`src/verilog/pwm_channel_consts.svh`:
```
// Register offsets, field positions and reset values of the PWM channel core.
// Assumes inclusion by bare name from the package and design file.
`ifndef PWM_CHANNEL_CONSTS_SVH
`define PWM_CHANNEL_CONSTS_SVH

`define PWM_OFS_CTRL    12'h000
`define PWM_OFS_PERIOD  12'h004
`define PWM_OFS_DUTY    12'h008
`define PWM_OFS_COUNT   12'h00C
`define PWM_OFS_STATUS  12'h010
`define PWM_OFS_PRESC   12'h014

`define PWM_BIT_ENABLE  0
`define PWM_BIT_POL     1
`define PWM_BIT_CENTER  2

`define PWM_RST_PERIOD  8'hFF
`define PWM_RST_DUTY    8'h00
`define PWM_RST_PRESC   8'h00
`define PWM_CNT_ZERO    8'h00
`define PWM_ONE8        8'h01
`define PWM_ADDR_W      12

`endif

```
`src/verilog/pwm_channel_pkg.sv`:
```
// Types shared by the PWM channel core.
// Assumes the constants header sits beside it.
`include "pwm_channel_consts.svh"
package pwm_channel_pkg;
  typedef struct packed {
    logic        psel;
    logic        penable;
    logic        pwrite;
    logic [11:0] paddr;
    logic [31:0] pwdata;
  } apb_req_type;

  typedef struct packed {
    logic        pready;
    logic        pslverr;
    logic [31:0] prdata;
  } apb_rsp_type;

  typedef enum logic {
    DIR_UP,
    DIR_DOWN
  } count_dir_type;
endpackage

```
`src/verilog/pwm_channel_core.sv`:
```
// One 8-bit PWM channel with APB register access.
// Assumes a single 250 MHz clock and APB master in the same domain.
//
// What this block does
// - Selected clock reaches the channel only while its enable is set.
// - Enable acts only at a clock tick edge, never mid-pulse; disable acts at once.
// - Counter holds still while the channel is disabled.
// - Polarity one: output starts high, goes low at duty match.
// - Polarity zero: output starts low, goes high at duty match.
// - Period and duty buffered; load at period end, counter write, or disable.
// - Counter write clears count and latches buffered period and duty.
// - While disabled, period and duty writes reach buffer and latch together.
// - Software can read the live counter value at any time.
// - Own 8-bit up/down counter advancing at the selected clock rate.
// - Duty match toggles the output flip-flop.
// - Period match handled per alignment mode, left or center.
//
// Register map, one 32-bit word each, data in the low bits:
//   CTRL   0x000  bit0 enable, bit1 polarity, bit2 center alignment
//   PERIOD 0x004  buffered period, reads back the buffer
//   DUTY   0x008  buffered duty, reads back the buffer
//   COUNT  0x00C  live count; any write clears it and reloads the latches
//   STATUS 0x010  bit0 gated enable, bit1 counting down, bit2 raw flop
//   PRESC  0x014  selected clock divider, one tick every value+1 clocks
//
// Bus behaviour:
//   Zero wait states: pready is high in the first access cycle.
//   Unmapped reads return zero, writes there are ignored, no error.
//   Period and duty read back the buffer, not the active latch.
//
// Limitations:
//   Left mode runs period+1 ticks per cycle; center mode 2*period.
//   The first phase lasts duty+1 ticks, since the flop changes
//   on the tick after the match has been seen.
//   A duty above the period leaves the output at its start level.
//   Divider changes do not restart the tick phase.
`include "pwm_channel_consts.svh"
module pwm_channel_core #(
  parameter int WIDTH = 8
) (
  // Clock and reset
  input  wire logic                       CLK,
  input  wire logic                       ARST_N,
  // APB slave
  input  wire pwm_channel_pkg::apb_req_type APB_REQ,
  output      pwm_channel_pkg::apb_rsp_type APB_RSP,
  // Waveform
  output      logic                       PWM_OUT
);
  import pwm_channel_pkg::*;

  // Buffered and active compare values
  logic [WIDTH-1:0] period_buf;
  logic [WIDTH-1:0] duty_buf;
  logic [WIDTH-1:0] period_act;
  logic [WIDTH-1:0] duty_act;

  // Counter, prescaler and direction
  logic [WIDTH-1:0] count;
  logic [WIDTH-1:0] presc;
  logic [WIDTH-1:0] presc_cnt;
  count_dir_type    dir;
  logic             tick;

  // Control fields and gated enable
  logic             enable;
  logic             polarity;
  logic             center;
  logic             gate_en;

  // Waveform flip-flop
  logic             out_ff;

  // Decoded bus strobes
  logic             bus_wr;
  logic             wr_ctrl;
  logic             wr_presc;
  logic             wr_count;
  logic             wr_period;
  logic             wr_duty;

  // Compare results, cycle bookkeeping and read data
  logic             period_hit;
  logic             duty_hit;
  logic             cycle_end;
  logic             load_act;
  logic [2:0]       status_bits;
  logic [31:0]      next_rdata;

  // Address match helper
  function automatic logic hit(input logic [`PWM_ADDR_W-1:0] a,
                               input logic [`PWM_ADDR_W-1:0] ofs);
    return a == ofs;
  endfunction

  // Zero extension of a register field onto the 32-bit read bus
  function automatic logic [31:0] zext(input logic [WIDTH-1:0] v);
    return {{(32-WIDTH){1'b0}}, v};
  endfunction

  // One count step up or down, wrapping at the counter width
  function automatic logic [WIDTH-1:0] step(input logic [WIDTH-1:0] v,
                                            input count_dir_type d);
    return (d == DIR_UP) ? v + `PWM_ONE8 : v - `PWM_ONE8;
  endfunction

  // APB strobes, one per completed access
  // The access cycle is the one in which the registered pready is high,
  // so a write lands on the same edge at which the master sees ready.
  assign bus_wr    = APB_REQ.psel && APB_REQ.penable && APB_REQ.pwrite;
  assign wr_ctrl   = bus_wr && hit(APB_REQ.paddr, `PWM_OFS_CTRL);
  assign wr_presc  = bus_wr && hit(APB_REQ.paddr, `PWM_OFS_PRESC);
  assign wr_count  = bus_wr && hit(APB_REQ.paddr, `PWM_OFS_COUNT);
  assign wr_period = bus_wr && hit(APB_REQ.paddr, `PWM_OFS_PERIOD);
  assign wr_duty   = bus_wr && hit(APB_REQ.paddr, `PWM_OFS_DUTY);

  // Control register
  // Enable is only a request here; the gate below decides when it acts
  always_ff @(posedge CLK or negedge ARST_N) begin
    if (!ARST_N) begin
      enable   <= 1'b0;
      polarity <= 1'b0;
      center   <= 1'b0;
    end else if (wr_ctrl) begin
      enable   <= APB_REQ.pwdata[`PWM_BIT_ENABLE];
      polarity <= APB_REQ.pwdata[`PWM_BIT_POL];
      center   <= APB_REQ.pwdata[`PWM_BIT_CENTER];
    end
  end

  // Prescaler select register
  // A new divider applies at once; the prescaler count is not restarted
  always_ff @(posedge CLK or negedge ARST_N) begin
    if (!ARST_N) begin
      presc <= `PWM_RST_PRESC;
    end else if (wr_presc) begin
      presc <= APB_REQ.pwdata[WIDTH-1:0];
    end
  end

  // Selected clock: one tick every presc+1 module clocks
  // With a zero divider the tick is high on every clock
  always_ff @(posedge CLK or negedge ARST_N) begin
    if (!ARST_N) begin
      presc_cnt <= `PWM_CNT_ZERO;
    end else if (presc_cnt >= presc) begin
      presc_cnt <= `PWM_CNT_ZERO;
    end else begin
      presc_cnt <= presc_cnt + `PWM_ONE8;
    end
  end
  assign tick = presc_cnt >= presc;

  // Enable gate opens only on a tick edge, closes at once
  // Disable acts at once; enable waits for a tick, so no short first tick
  always_ff @(posedge CLK or negedge ARST_N) begin
    if (!ARST_N) begin
      gate_en <= 1'b0;
    end else if (tick || !enable) begin
      gate_en <= enable;
    end
  end

  // Compare results shared by counter and output logic
  assign period_hit = count >= period_act;
  assign duty_hit   = count == duty_act;

  // End of effective period
  // Center mode ends a cycle as the down count leaves one for zero
  always_comb begin
    if (center) begin
      cycle_end = dir == DIR_DOWN && count == `PWM_ONE8;
    end else begin
      cycle_end = period_hit;
    end
  end
  // Latches follow the buffer while the gate is closed
  assign load_act = wr_count || !gate_en || (gate_en && tick && cycle_end);

  // Buffered period and duty
  // Buffers always take bus writes, enabled or not
  always_ff @(posedge CLK or negedge ARST_N) begin
    if (!ARST_N) begin
      period_buf <= `PWM_RST_PERIOD;
      duty_buf   <= `PWM_RST_DUTY;
    end else begin
      if (wr_period) begin
        period_buf <= APB_REQ.pwdata[WIDTH-1:0];
      end
      if (wr_duty) begin
        duty_buf <= APB_REQ.pwdata[WIDTH-1:0];
      end
    end
  end

  // Active latches
  // A write while the gate is closed bypasses the buffer in the same cycle
  always_ff @(posedge CLK or negedge ARST_N) begin
    if (!ARST_N) begin
      period_act <= `PWM_RST_PERIOD;
      duty_act   <= `PWM_RST_DUTY;
    end else if (!gate_en) begin
      period_act <= wr_period ? APB_REQ.pwdata[WIDTH-1:0] : period_buf;
      duty_act   <= wr_duty ? APB_REQ.pwdata[WIDTH-1:0] : duty_buf;
    end else if (load_act) begin
      period_act <= period_buf;
      duty_act   <= duty_buf;
    end
  end

  // Up/down counter and direction
  // A counter write wins over a tick landing in the same cycle
  always_ff @(posedge CLK or negedge ARST_N) begin
    if (!ARST_N) begin
      count <= `PWM_CNT_ZERO;
      dir   <= DIR_UP;
    end else if (wr_count) begin
      count <= `PWM_CNT_ZERO;
      dir   <= DIR_UP;
    end else if (gate_en && tick) begin
      if (!center) begin
        // Left mode: always up, back to zero after the period match
        dir   <= DIR_UP;
        count <= cycle_end ? `PWM_CNT_ZERO : step(count, DIR_UP);
      end else if (dir == DIR_UP) begin
        // Center mode: turn round at the period match
        if (period_hit) begin
          dir   <= DIR_DOWN;
          count <= step(count, DIR_DOWN);
        end else begin
          count <= step(count, DIR_UP);
        end
      end else begin
        // Center mode: the down leg ends by returning to zero
        if (count == `PWM_CNT_ZERO || cycle_end) begin
          dir   <= DIR_UP;
          count <= `PWM_CNT_ZERO;
        end else begin
          count <= step(count, DIR_DOWN);
        end
      end
    end
  end

  // Output flip-flop: start level at cycle start, toggle on duty match
  // Start level is restored at cycle end, counter write or while gated
  always_ff @(posedge CLK or negedge ARST_N) begin
    if (!ARST_N) begin
      out_ff <= 1'b0;
    end else if (!gate_en || wr_count || (tick && cycle_end)) begin
      out_ff <= 1'b0;
    end else if (tick && duty_hit) begin
      out_ff <= ~out_ff;
    end
  end

  // Polarity mux onto the pin
  // Extra flop keeps the pin glitch free at the cost of one clock of delay
  always_ff @(posedge CLK or negedge ARST_N) begin
    if (!ARST_N) begin
      PWM_OUT <= 1'b0;
    end else begin
      PWM_OUT <= polarity ? ~out_ff : out_ff;
    end
  end

  // Status word: raw flop, direction and gated enable
  assign status_bits = {out_ff, dir == DIR_DOWN, gate_en};

  // Read mux
  // Decoded from the setup cycle address, registered for the access cycle
  always_comb begin
    next_rdata = 32'h0000_0000;
    case (APB_REQ.paddr)
      `PWM_OFS_CTRL:   next_rdata = {29'h0, center, polarity, enable};
      `PWM_OFS_PERIOD: next_rdata = zext(period_buf);
      `PWM_OFS_DUTY:   next_rdata = zext(duty_buf);
      `PWM_OFS_COUNT:  next_rdata = zext(count);
      `PWM_OFS_STATUS: next_rdata = {29'h0, status_bits};
      `PWM_OFS_PRESC:  next_rdata = zext(presc);
      default:         next_rdata = 32'h0000_0000;
    endcase
  end

  // APB answer: ready in the first cycle of the access phase
  // Read data is zero on writes so the bus never shows stale values
  always_ff @(posedge CLK or negedge ARST_N) begin
    if (!ARST_N) begin
      APB_RSP <= '0;
    end else begin
      APB_RSP.pready  <= APB_REQ.psel && !APB_REQ.penable;
      APB_RSP.pslverr <= 1'b0;
      APB_RSP.prdata  <= (APB_REQ.psel && !APB_REQ.pwrite) ? next_rdata : 32'h0000_0000;
    end
  end
endmodule

```
`config.mk`:
```
export PLATFORM = sky130hd
export DESIGN_NAME = pwm_channel_core
export DESIGN_NICKNAME = d
export VERILOG_FILES = /design/src/verilog/pwm_channel_pkg.sv /design/src/verilog/pwm_channel_core.sv
export VERILOG_INCLUDE_DIRS = /design/src /design/src/verilog
export SDC_FILE = /design/constraint.sdc
export NUM_CORES = 1
export LEC_CHECK = 0
export BUFFER_PORTS_ARGS = -buffer_cell sky130_fd_sc_hd__buf_2
export CAP_MARGIN = 20
export CORE_MARGIN = 3
export CORE_UTILIZATION = 56
export DETAILED_ROUTE_END_ITERATION = 7
export PLACE_DENSITY_LB_ADDON = 0.3
export SYNTH_ARGS = -nofsm -noshare
export SYNTH_HDL_FRONTEND = slang
export SYNTH_SLANG_ARGS = --single-unit
```
`constraint.sdc`:
```
create_clock -name CLK -period 3.95 [get_ports CLK]
set_clock_uncertainty 0.15 [all_clocks]
set_input_delay 0.5925 -clock CLK [delete_from_list [all_inputs] [get_ports CLK]]
set_output_delay 0.5925 -clock CLK [all_outputs]
set_load 0.02 [all_outputs]
```
=== Word-level counts from Yosys, hierarchy flattened ===
Cells that the tools add are included.
Widths: inputs -> output; s select.

* Add/sub/neg operators: 3
* Order comparisons: 2
* Eq/ne operators: 8
* Multiplexer cells: 26
* Bitwise operators: 1
* Reductions and logical operators: 27

{| class="wikitable"
|+ Operators with widths
! kind !! count
|-
| $mux 8 || 14
|-
| $pmux 8 s6 || 1
|-
| $mux 32 || 1
|-
| $eq 12x4->1 const B || 2
|-
| $eq 12x5->1 const B || 2
|-
| $add 8x1->8 const B || 2
|-
| $ge 8x8->1 || 2
|-
| $logic_and 1x1->1 || 14
|-
| $eq 12x3->1 const B || 1
|-
| $logic_not 12->1 || 1
|-
| $mux 1 || 10
|-
| $eq 8x1->1 const B || 1
|-
| $eq 8x8->1 || 1
|-
| $logic_not 8->1 || 1
|-
| $sub 8x1->8 const B || 1
|-
| $logic_or 1x1->1 || 5
|-
| $logic_not 1->1 || 4
|-
| $reduce_bool 2->1 || 2
|-
| $ne 2x1->1 const B || 1
|-
| $not 1->1 || 1
|}

* Register bits: 96
* Input bits: 49
* Logic and storage cells: 83

=== Logic depth before layout (Yosys ltp) ===
Gate-level depths: netlist of run 1.

* Depth in word-level cells: 9
* Gate-level depth with buffers: 12
* Depth with buffers taken out: 9

=== Least setup slack after synthesis of run 1 ===
No wires, ideal clock.

* Kind: flip-flop to flip-flop
* Start: register period_act[4]
* End: register count[3]
* Library setup time: 0.083 ns
* Data arrival time: 2.590 ns
* Path slack: 1.127 ns
* Cell stages (with the launch flop): 11
* Buffers on the path: 1
* Clock period less this slack: 2.823 ns
* Path through: dfstp_2 inv_1 ha_1 or4_1 a21oi_1 o31a_1 buf_2 nand2_1 mux2i_1 or4b_2 o21ai_0

* Cells in the longest elaborated chain, start to end: 8

{| class="wikitable"
|+ RTL lines
! what !! line !! RTL
|-
| start: declaration || pwm_channel_core.sv:55 || <nowiki>logic [WIDTH-1:0] period_act;</nowiki>
|-
| start signal: assignment || pwm_channel_core.sv:200 || <nowiki>period_act <= `PWM_RST_PERIOD;</nowiki>
|-
| start signal: assignment || pwm_channel_core.sv:203 || <nowiki>period_act <= wr_period ? APB_REQ.pwdata[WIDTH-1:0] : period_buf;</nowiki>
|-
| start signal: assignment || pwm_channel_core.sv:206 || <nowiki>period_act <= period_buf;</nowiki>
|-
| $ge 8x8->1 * || pwm_channel_core.sv:165 || <nowiki>assign period_hit = count >= period_act;</nowiki>
|-
| $mux 1 || pwm_channel_core.sv:171 || <nowiki>if (center) begin</nowiki>
|-
| $logic_or 1x1->1 || pwm_channel_core.sv:235 || <nowiki>if (count == `PWM_CNT_ZERO || cycle_end) begin</nowiki>
|-
| $mux 8 || pwm_channel_core.sv:235 ||
|-
| $mux 8 || pwm_channel_core.sv:225 || <nowiki>end else if (dir == DIR_UP) begin</nowiki>
|-
| $mux 8 * || pwm_channel_core.sv:221 || <nowiki>if (!center) begin</nowiki>
|-
| $mux 8 * || pwm_channel_core.sv:220 || <nowiki>end else if (gate_en && tick) begin</nowiki>
|-
| $mux 8 * || pwm_channel_core.sv:217 || <nowiki>end else if (wr_count) begin</nowiki>
|-
| end signal: assignment || pwm_channel_core.sv:218 || <nowiki>count <= `PWM_CNT_ZERO;</nowiki>
|-
| end signal: assignment || pwm_channel_core.sv:224 || <nowiki>count <= cycle_end ? `PWM_CNT_ZERO : step(count, DIR_UP);</nowiki>
|-
| end signal: assignment || pwm_channel_core.sv:229 || <nowiki>count <= step(count, DIR_DOWN);</nowiki>
|-
| end: declaration || pwm_channel_core.sv:59 || <nowiki>logic [WIDTH-1:0] count;</nowiki>
|}

Mark *: on every way between the ends. The rest lies on a longest branch, timed or not. The select of a mux whose other input is x is not followed.
A chain may end at the register's enable or synchronous reset.

=== Final worst setup path of run 1 ===
* Start: register count[4]
* End: register count[3]

* Cells in the longest elaborated chain, start to end: 9

{| class="wikitable"
|+ RTL lines
! what !! line !! RTL
|-
| start signal: assignment || pwm_channel_core.sv:215 || <nowiki>count <= `PWM_CNT_ZERO;</nowiki>
|-
| start signal: assignment || pwm_channel_core.sv:218 ||
|-
| start signal: assignment || pwm_channel_core.sv:224 ||
|-
| branches (longest 6 deep; another with $ge 8x8->1) || n/a ||
|-
| $mux 8 * || pwm_channel_core.sv:221 ||
|-
| $mux 8 * || pwm_channel_core.sv:220 ||
|-
| $mux 8 * || pwm_channel_core.sv:217 ||
|}

Mark *: on every way between the ends. The select of a mux whose other input is x is not followed.

==> flow_summary.ini, run 1 <==
[place]
io_buffers = 34
gp_congestion = 0.926
place_hpwl_mm = 7.11
dpl.cell_count = 557
dpl_cell_area_mm2 = 0.00451

[yosys]
yosysTopAreaCellShare_pct = 32.4
yosysMostFrequentCell = dfrtp_1
synthCells = 433
synthTopCellsByArea = dfrtp_1 (32%), dfstp_2 (9.7%), ha_1 (6.1%)
netlist_area_mm2 = 0.00432
synth_top_flop_cell = dfrtp_1
ys_types = 63
synth_edf_count = 0
synth_seq_cells = 72
yosysTopAreaCell = dfrtp_1
synth_common_cells = dfrtp_1 (56), nand2_1 (44), buf_4 (25), ha_1 (21), o21ai_0 (21)
async_flop_share_pct = 100
avgSynthCellArea_um2 = 9.98
ys_warn_count = 0
ys_seq_area_share_pct = 42.1

[clock_tree]
worstSkewPairLatency_ps = 350
cts_sinks = 72
clk_path_buf_depth = 2
cts.clk_slew.worst_paths_ps = 80
ctsResizeCount = 0
cts_inserted_buffers = 9
cts_setup_buffers = 0
clockRootBuffer = clkbuf_8
postCtsHoldBufs = 0
htreeDepth = 3
cts_tree = done

[drt]
drt-pass1-iter-count = 5
drt_iter0_markers = 235
num_vias = 3326
drc = 0
ant_nets = 0
routed_via_density = 5.80
drt-total-wl_mm = 9.69
wire_per_inst_um = 16.9

[power]
power_density_mw_per_mm2 = 289
combPwrFrac_pct = 5.4
sw_frac_of_total_pct = 24.9
ir_drop_v = 0.000221
internal_power_w = 0.00102
pwr-share-seq_pct = 54.5
p_leak_nw = 2.08
power_switching_w = 0.000338
pwr-share-clk_pct = 40.1

[timing]
fin_tns_setup_ps = 0
setup_violations = 0
maxSlewHeadroom_pct = 43.5
rsz0062_at_grt = no
fin_hold_ws_ps = 25.5
worstMarginPinSlew_ps = 840
period_needed_ps = 3240
hold_violations = 0
maxSlewViolCount = 0
max_freq_mhz = 309
fin_crit_sh_pct = 81.9

[grt]
grt_pass1_vias = 3295
grt_max_degree = 34
grt_pass1_wl_mm = 16.1
grt.total_usage_pct = 23.5
grt_overflow_total = 0
antenna_found_initial = 0

[setup_path]
worstPathMaxFanout = 10
arrival_ps = 3360
start_kind = flop
endpoint_kind = flop
max_stage_delay_ps = 630
critPathKind = flop to flop
crit_path_top_delay_cell = or4b_2
cp.required_ps = 4070
cp_top_family = simple AND/OR/NAND/NOR gates
path_cells = ha_1 > or4_1 > a21oi_1 > o31a_1 > nand2_1 > mux2i_1 > or4b_2 > o21ai_0
worst-path-buf-inv = 0

[final_layout]
fillers = 629
areaGrowthSynthToFinish_pct = 8.54
fin_area_mm2 = 0.00469
drive_gt1_share_pct = 23.2
nets = 539
final_cells = 573
diodes = 0

[floorplan]
row_count = 31
io_pins = 84
die_area_mm2 = 0.00881
coreArea_mm2 = 0.00737
start_util_pct = 58.7
die_h_um = 93.9
die_w_um = 93.9

[hold_path]
min_path_type = primary input to async pin

[status]
status = finished, final reports clean

[flow_run]
drv_cap = 0
==> path summary, 6_finish.rpt <==
check                         startpoint             to  slack [ps]  cells past startpoint
setup / recovery                count[4]       count[3]         710                      8
hold / removal                    ARST_N       count[4]          30                      1
setup reg to reg                count[4]       count[3]         710                      8
hold reg to reg            period_act[5]  period_act[5]         320                      2
max in group asynchronous         ARST_N  period_buf[2]        2810                      2
min in group CLK             APB_REQ[45]    APB_RSP[33]         300                      2
==> layout make-up <==
class | count | area (um^2) | area share (%)
clock buffer | 12 | 155 | 3.31
clock inverter | 4 | 27.5 | 0.587
inverter | 20 | 75.1 | 1.60
multi-input combinational | 323 | 2250 | 48.0
sequential | 72 | 1820 | 38.8
tap | 99 | 124 | 2.64
timing repair buffer | 43 | 238 | 5.07
==> through the flow <==
stage | power [W] | util [%] | worst slack, ps
after floorplan | 0.000806 | - | 1130
after global placement | 0.000826 | 61.2 | 838
after detailed placement | 0.000827 | 61.2 | 781
after CTS | 0.00137 | 63.7 | 736
after global routing | 0.00141 | 63.7 | 554
final | 0.00136 | 63.7 | 713
==> power groups by stage <==
stage          combinational (W)  sequential, W  clock, W
2_1_floorplan          0.0000516       0.000754         0
5_1_grt                0.0000809       0.000740  0.000593
3_3_place_gp           0.0000724       0.000753         0
6_report               0.0000728       0.000740  0.000544
4_1_cts                0.0000736       0.000740  0.000558
3_5_place_dp           0.0000732       0.000753         0
==> sequential cells by signal, summed over array words and instances, names as in the netlist <==
register,flops
period_act,8
out_ff,1
gate_en,1
dir,1
center,1
count,8
duty_act,8
presc,8
period_buf,8
duty_buf,8
presc_cnt,8
enable,1
PWM_OUT,1
polarity,1
APB_RSP,9
==> per-layer routing <==
layer | track usage (%) | up-vias | routed length (um)
met5 | 0 | - | 0
met2 | 39.9 | 115 | 5050
li1 | - | 1561 | -
met3 | 4.17 | 17 | 444
met1 | 29.6 | 1633 | 4030
met4 | 9.75 | 0 | 160
==> kinds of logic after synthesis <==
group	count (synthesis)	synth area share, %
compound gates	88	13.3
xor+xnor	22	4.46
fa+ha+maj	21	6.08
buf+inv	62	7.87
flops	72	42.1
mux	40	9.84
other cells	1	0.0867
simple gates	127	16.2
==> layout by cell type (no fill, tap or decap), types with 6 or more instances in the layout <==
| cell | netlist | routed |
|---|---|---|
| dfrtp_1 | 56 | 56 |
| nand2_1 | 44 | 44 |
| buf_2 | 5 | 34 |
| conb_1 | 1 | 25 |
| o21ai_0 | 21 | 21 |
| ha_1 | 21 | 21 |
| inv_1 | 20 | 20 |
| nor2_1 | 20 | 20 |
| mux2i_1 | 20 | 20 |
| mux2_2 | 20 | 20 |
| dfstp_2 | 16 | 16 |
| xor2_1 | 15 | 15 |
| a21oi_1 | 14 | 14 |
| nand3_1 | 13 | 13 |
| o21ai_1 | 11 | 11 |
| clkbuf_8 | 0 | 11 |
| buf_4 | 25 | 9 |
| nor3_1 | 8 | 8 |
| xnor2_1 | 7 | 7 |
| and3_1 | 6 | 6 |
Note: power is estimated with default switching activity, not from simulation.
==> run 2: changes to the inputs <==
--- a/config.mk
+++ b/config.mk
@@ -9,7 +9,7 @@
 export BUFFER_PORTS_ARGS = -buffer_cell sky130_fd_sc_hd__buf_2
 export CAP_MARGIN = 20
 export CORE_MARGIN = 3
-export CORE_UTILIZATION = 56
+export CORE_UTILIZATION = 50
 export DETAILED_ROUTE_END_ITERATION = 7
 export PLACE_DENSITY_LB_ADDON = 0.3
 export SYNTH_ARGS = -nofsm -noshare
==> constraint.sdc (replaced) <==
create_clock -name CLK -period 2.9 [get_ports CLK]
set_clock_uncertainty 0.15 [all_clocks]
set_input_delay 0.435 -clock CLK [delete_from_list [all_inputs] [get_ports CLK]]
set_output_delay 0.435 -clock CLK [all_outputs]
set_load 0.02 [all_outputs]
==> run 2 against run 1 <==
Net effect: register-to-register slack got worse by 580 ps; cell area rose by 5.1%; flip-flop and latch count did not move; total power rose by 47%; first-iteration DRC count fell by 35%; sequential share of layout area fell by 1.9 points; largest power group unchanged; die area rose by 11%; sequential power rose by 36%; worst hold slack improved by 130 ps; largest cell class unchanged; worst setup slack got worse by 580 ps; fmax rose by 17%; via count barely moved.
==> flow_summary.ini, run 2 (synthesized netlist as in run 1, its figures left out) <==
[drt]
drc = 0
routed_via_density = 5.58
drt-pass1-iter-count = 6
wire_per_inst_um = 17.2
ant_nets = 0
num_vias = 3327
drt_iter0_markers = 152
drt-total-wl_mm = 10.3

[setup_path]
endpoint_kind = flop
path_cells = inv_1 > ha_1 > or4_4 > a21oi_2 > o31a_1 > nand2_1 > mux2i_1 > or4b_2 > o21ai_2
worst_r2r_path_depth = 9
rr_startpoint = period_act[3]
max_stage_delay_ps = 650
critPathKind = flop to flop
worstPathMaxFanout = 2
crit_path_top_delay_cell = or4b_2
ff2ff_setup_slack_ps = 130
start_kind = flop
rr_endpoint = count[3]
cp_top_family = simple AND/OR/NAND/NOR gates
worst-path-buf-inv = 1
arrival_ps = 2890
cp.required_ps = 3010

[power]
power_density_mw_per_mm2 = 406
ir_drop_v = 0.000339
p_leak_nw = 2.18
finalPower_w = 0.00200

[floorplan]
row_count = 33
die_area_mm2 = 0.00980
start_util_pct = 52.1
io_pins = 84
coreArea_mm2 = 0.00830
die_w_um = 99.0
die_h_um = 99.0

[clock_tree]
cts_inserted_buffers = 9
clockRootBuffer = clkbuf_8
htreeDepth = 3
clk_path_buf_depth = 2
cts.clk_slew.worst_paths_ps = 80
worstSkewPairLatency_ps = 350
cts_tree = done
cts_sinks = 72

[final_layout]
diodes = 0
fillers = 726
mostFrequentLayoutCells = dfrtp_1 (56), nand2_1 (44), buf_2 (34)
regMostFlops = APB_RSP
nets = 556
multi_input_area_mm2 = 0.00229
drive_gt1_share_pct = 27.1
largest_reg_flops = 9
areaGrowthSynthToFinish_pct = 14.1
regArea_mm2 = 0.00182
layout_commonest_cell = dfrtp_1

[timing]
period_needed_ps = 2770
fin_tns_setup_ps = 0
postLayoutSetupSlackWorst_ps = 129
rsz0062_at_grt = no
worstMarginPinSlew_ps = 665
hold_violations = 0
setup_violations = 0
maxSlewViolCount = 0
max_freq_mhz = 361
maxSlewHeadroom_pct = 55.7
fin_crit_sh_pct = 95.6

[place]
io_buffers = 34
place_hpwl_mm = 7.53
gp_congestion = 0.896
post-place-ws_ps = 56.3

[grt]
grt.total_usage_pct = 21.0
grt_max_degree = 32
antenna_found_initial = 0
grt_overflow_total = 0
grt_pass1_vias = 3321
grt_pass1_wl_mm = 16.4

[hold_path]
hold_end = APB_RSP[33]
holdPathStages = 2
holdCritStartpoint = APB_REQ[45]
min_path_type = primary input to flop

[flow_run]
drv_cap = 0

[status]
status = finished, final reports clean
## run 2: cell types whose count changed in the layout (fill, tap and decap cells not counted), moves of 2 or more
| cell | before | now |
|---|---|---|
| clkbuf_8 | 11 | 9 |
| clkinvlp_4 | 0 | 2 |
| bufinv_16 | 0 | 2 |
| buf_4 | 9 | 23 |
| o21ai_2 | 0 | 2 |
| clkinv_2 | 2 | 0 |
## run 2: worst max path at each step
stage                  startpoint     endpoint  slack, ps  cells after the start
global placement     presc_cnt[2]     count[5]         80                     10
CTS                 period_act[3]  duty_act[0]         30                     10
floorplan           period_act[4]     count[3]         80                     10
detailed placement  period_act[3]  duty_act[0]         60                     10
global route        period_act[4]     count[3]         30                      9
finish              period_act[3]     count[3]        130                      9
## run 2: what timing repair did
item	4_1_cts	5_1_grt
resized for setup	0	8
hold endpoints to repair	23	0
setup buffers	0	1
endpoints found under the setup margin	0	21
hold buffers	1	0
## run 2: routing by layer
layer / track usage (%) / vias to the layer above / part of all wire (%)
li1: - / 1599 / -
met2: 35.0 / 81 / 51
met3: 3.68 / 17 / 4.0
met4: 7.14 / 0 / 1.8
met5: 0 / - / 0
met1: 27.7 / 1630 / 44
## run 2: stage by stage
| step | util (%) | hold slack [ps] | cell area (um^2) | std cells |
|---|---|---|---|---|
| 5_1_grt | 59.4 | 157 | 4930 | 596 |
| 3_3_place_gp | 55.8 | 303 | 4630 | 577 |
| 3_5_place_dp | 55.8 | 306 | 4630 | 577 |
| 4_1_cts | 58.6 | 140 | 4860 | 594 |
| 2_1_floorplan | - | -10.6 | 4410 | 457 |
| 6_report | 59.4 | 154 | 4930 | 596 |
## run 2: final cells by class
cell class | instances | area share, %
clock buffer | 10 | 2.59
clock inverter | 6 | 1.88
inverter | 20 | 1.52
multi-input combinational | 323 | 46.3
sequential | 72 | 36.9
tap | 105 | 2.66
timing repair buffer | 60 | 8.07
## run 2: where the power goes
group          internal (W)  switching (W)
Clock              0.000489       0.000401
Sequential          0.00101    0.000000808
Combinational     0.0000226      0.0000799
Total               0.00152       0.000482
==> run 3: changes to the inputs <==
--- a/config.mk
+++ b/config.mk
@@ -9,7 +9,8 @@
 export BUFFER_PORTS_ARGS = -buffer_cell sky130_fd_sc_hd__buf_2
 export CAP_MARGIN = 20
 export CORE_MARGIN = 3
-export CORE_UTILIZATION = 50
+export CORE_UTILIZATION = 52
+export CTS_BUF_LIST = sky130_fd_sc_hd__clkbuf_8
 export DETAILED_ROUTE_END_ITERATION = 7
 export PLACE_DENSITY_LB_ADDON = 0.3
 export SYNTH_ARGS = -nofsm -noshare
==> run 3 against run 2 <==
Net effect: combinational power is essentially flat; sequential share of layout area grew 0.55 points; sequential power is essentially flat; non-clock buffer count shrank 3; first-iteration DRC count grew 7.9%; worst hold slack lost 5.0 ps; die area shrank 3.6%; critical path depth is the same; critical endpoint unchanged; highest routed layer unchanged.
==> flow_summary.ini, run 3 (synthesized netlist as in run 1, its figures left out) <==
[drt]
dr_wl_met2_mm = 4.87
routed_via_density = 5.58
drt-pass1-iter-count = 5
drc = 0
drt_iter0_markers = 164
ant_nets = 0
wire_per_inst_um = 16.4
drt-total-wl_mm = 9.67
top_layer = met4
wl_met1_mm = 4.25
num_vias = 3287
met3_length_um = 407

[final_layout]
fin_area_mm2 = 0.00486
drive_gt1_share_pct = 25.3
areaGrowthSynthToFinish_pct = 12.4
diodes = 0
layout_commonest_cell = dfrtp_1
multi_input_area_mm2 = 0.00225
nets = 553
regMostFlops = APB_RSP
regArea_mm2 = 0.00182
mostFrequentLayoutCells = dfrtp_1 (56), nand2_1 (44), buf_2 (34)
largest_reg_flops = 9
fillers = 677

[setup_path]
crit_path_top_delay_cell = or4b_2
ff2ff_setup_slack_ps = 60
start_kind = flop
cp_top_family = simple AND/OR/NAND/NOR gates
critical_path_cell_count = 9
worst_r2r_path_depth = 9
endpoint_kind = flop
worst-path-buf-inv = 1
max_stage_delay_ps = 630
critPathKind = flop to flop
worstPathMaxFanout = 2
arrival_ps = 2950
rr_endpoint = count[3]
path_cells = inv_1 > ha_1 > or4_1 > a21oi_1 > o31a_1 > nand2_1 > mux2i_1 > or4b_2 > o21ai_1
rr_startpoint = period_act[4]
cp.required_ps = 3010

[timing]
maxSlewViolCount = 0
fin_hold_ws_ps = 149
max_freq_mhz = 353
worstMarginPinSlew_ps = 596
fin_tns_setup_ps = 0
fin_crit_sh_pct = 97.8
rsz0062_at_grt = yes
setup_violations = 0
maxSlewHeadroom_pct = 60.1
period_needed_ps = 2840
hold_violations = 0

[power]
ir_drop_v = 0.000569
power_density_mw_per_mm2 = 404
p_leak_nw = 2.17
finalPower_w = 0.00196

[place]
io_buffers = 34
gp_congestion = 1.01
dpl_cell_area_mm2 = 0.00464
place_hpwl_mm = 7.35

[clock_tree]
cts_inserted_buffers = 9
clk_path_buf_depth = 2
htreeDepth = 3
cts_tree = done
cts_sinks = 72
cts_setup_buffers = 0
cts.clk_slew.worst_paths_ps = 80
worstSkewPairLatency_ps = 350
clockRootBuffer = clkbuf_8

[floorplan]
io_pins = 84
die_h_um = 97.2
coreArea_mm2 = 0.00789
start_util_pct = 54.8
die_area_mm2 = 0.00944
row_count = 32
die_w_um = 97.2

[hold_path]
hold_end = APB_RSP[33]
min_path_type = primary input to flop
holdPathStages = 2
holdCritStartpoint = APB_REQ[45]

[flow_run]
drv_cap = 0

[grt]
grt_pass1_wl_mm = 16.0
antenna_found_initial = 0
grt_overflow_total = 0
grt.total_usage_pct = 21.0
grt_pass1_vias = 3261
grt_max_degree = 73

[status]
status = finished, final reports clean
## run 3: metrics by stage
stage               cells  setup WS, ps  util (%)
global route          589         -36.9      61.6
floorplan             457          77.3         -
detailed placement    573          67.3      58.8
global placement      573           104      58.8
finish                589          63.2      61.6
CTS                   589          63.8      61.6
## run 3: cell type report
| type | instances | area share (%) |
|---|---|---|
| Multi-Input combinational cell | 323 | 46.4 |
| Sequential cell | 72 | 37.5 |
| Clock buffer | 9 | 2.55 |
| Clock inverter | 6 | 1.78 |
| Inverter | 20 | 1.54 |
| Timing Repair Buffer | 57 | 7.62 |
| Tap cell | 102 | 2.63 |
## run 3: repair_timing
item / in CTS / in global routing
resized for setup: 0 / 2
hold buffers: 1 / 0
endpoints found under the setup margin: 0 / 5
endpoints found under the hold margin: 56 / 0
## run 3: where the power goes
group | total, W | leakage (nW) | switching (W) | internal (W)
logic | 0.000103 | 1.19 | 0.0000786 | 0.0000245
clock network | 0.000851 | 0.110 | 0.000373 | 0.000478
registers | 0.00101 | 0.875 | 0.000000844 | 0.00101
total | 0.00196 | 2.17 | 0.000453 | 0.00151
## run 3: worst max path at each step
stage	from	to	slack [ps]
floorplan	period_act[4]	count[3]	80
global placement	period_act[4]	count[3]	100
detailed placement	period_act[4]	count[3]	70
CTS	period_act[4]	count[3]	60
global route	presc_cnt[2]	count[5]	-40
finish	period_act[4]	count[3]	60
## run 3: routing by layer
| metal | up-vias | global-route usage [%] |
|---|---|---|
| met5 | - | 0 |
| met1 | 1594 | 27.2 |
| met2 | 89 | 35.3 |
| met4 | 0 | 5.83 |
| li1 | 1590 | - |
| met3 | 14 | 4.95 |
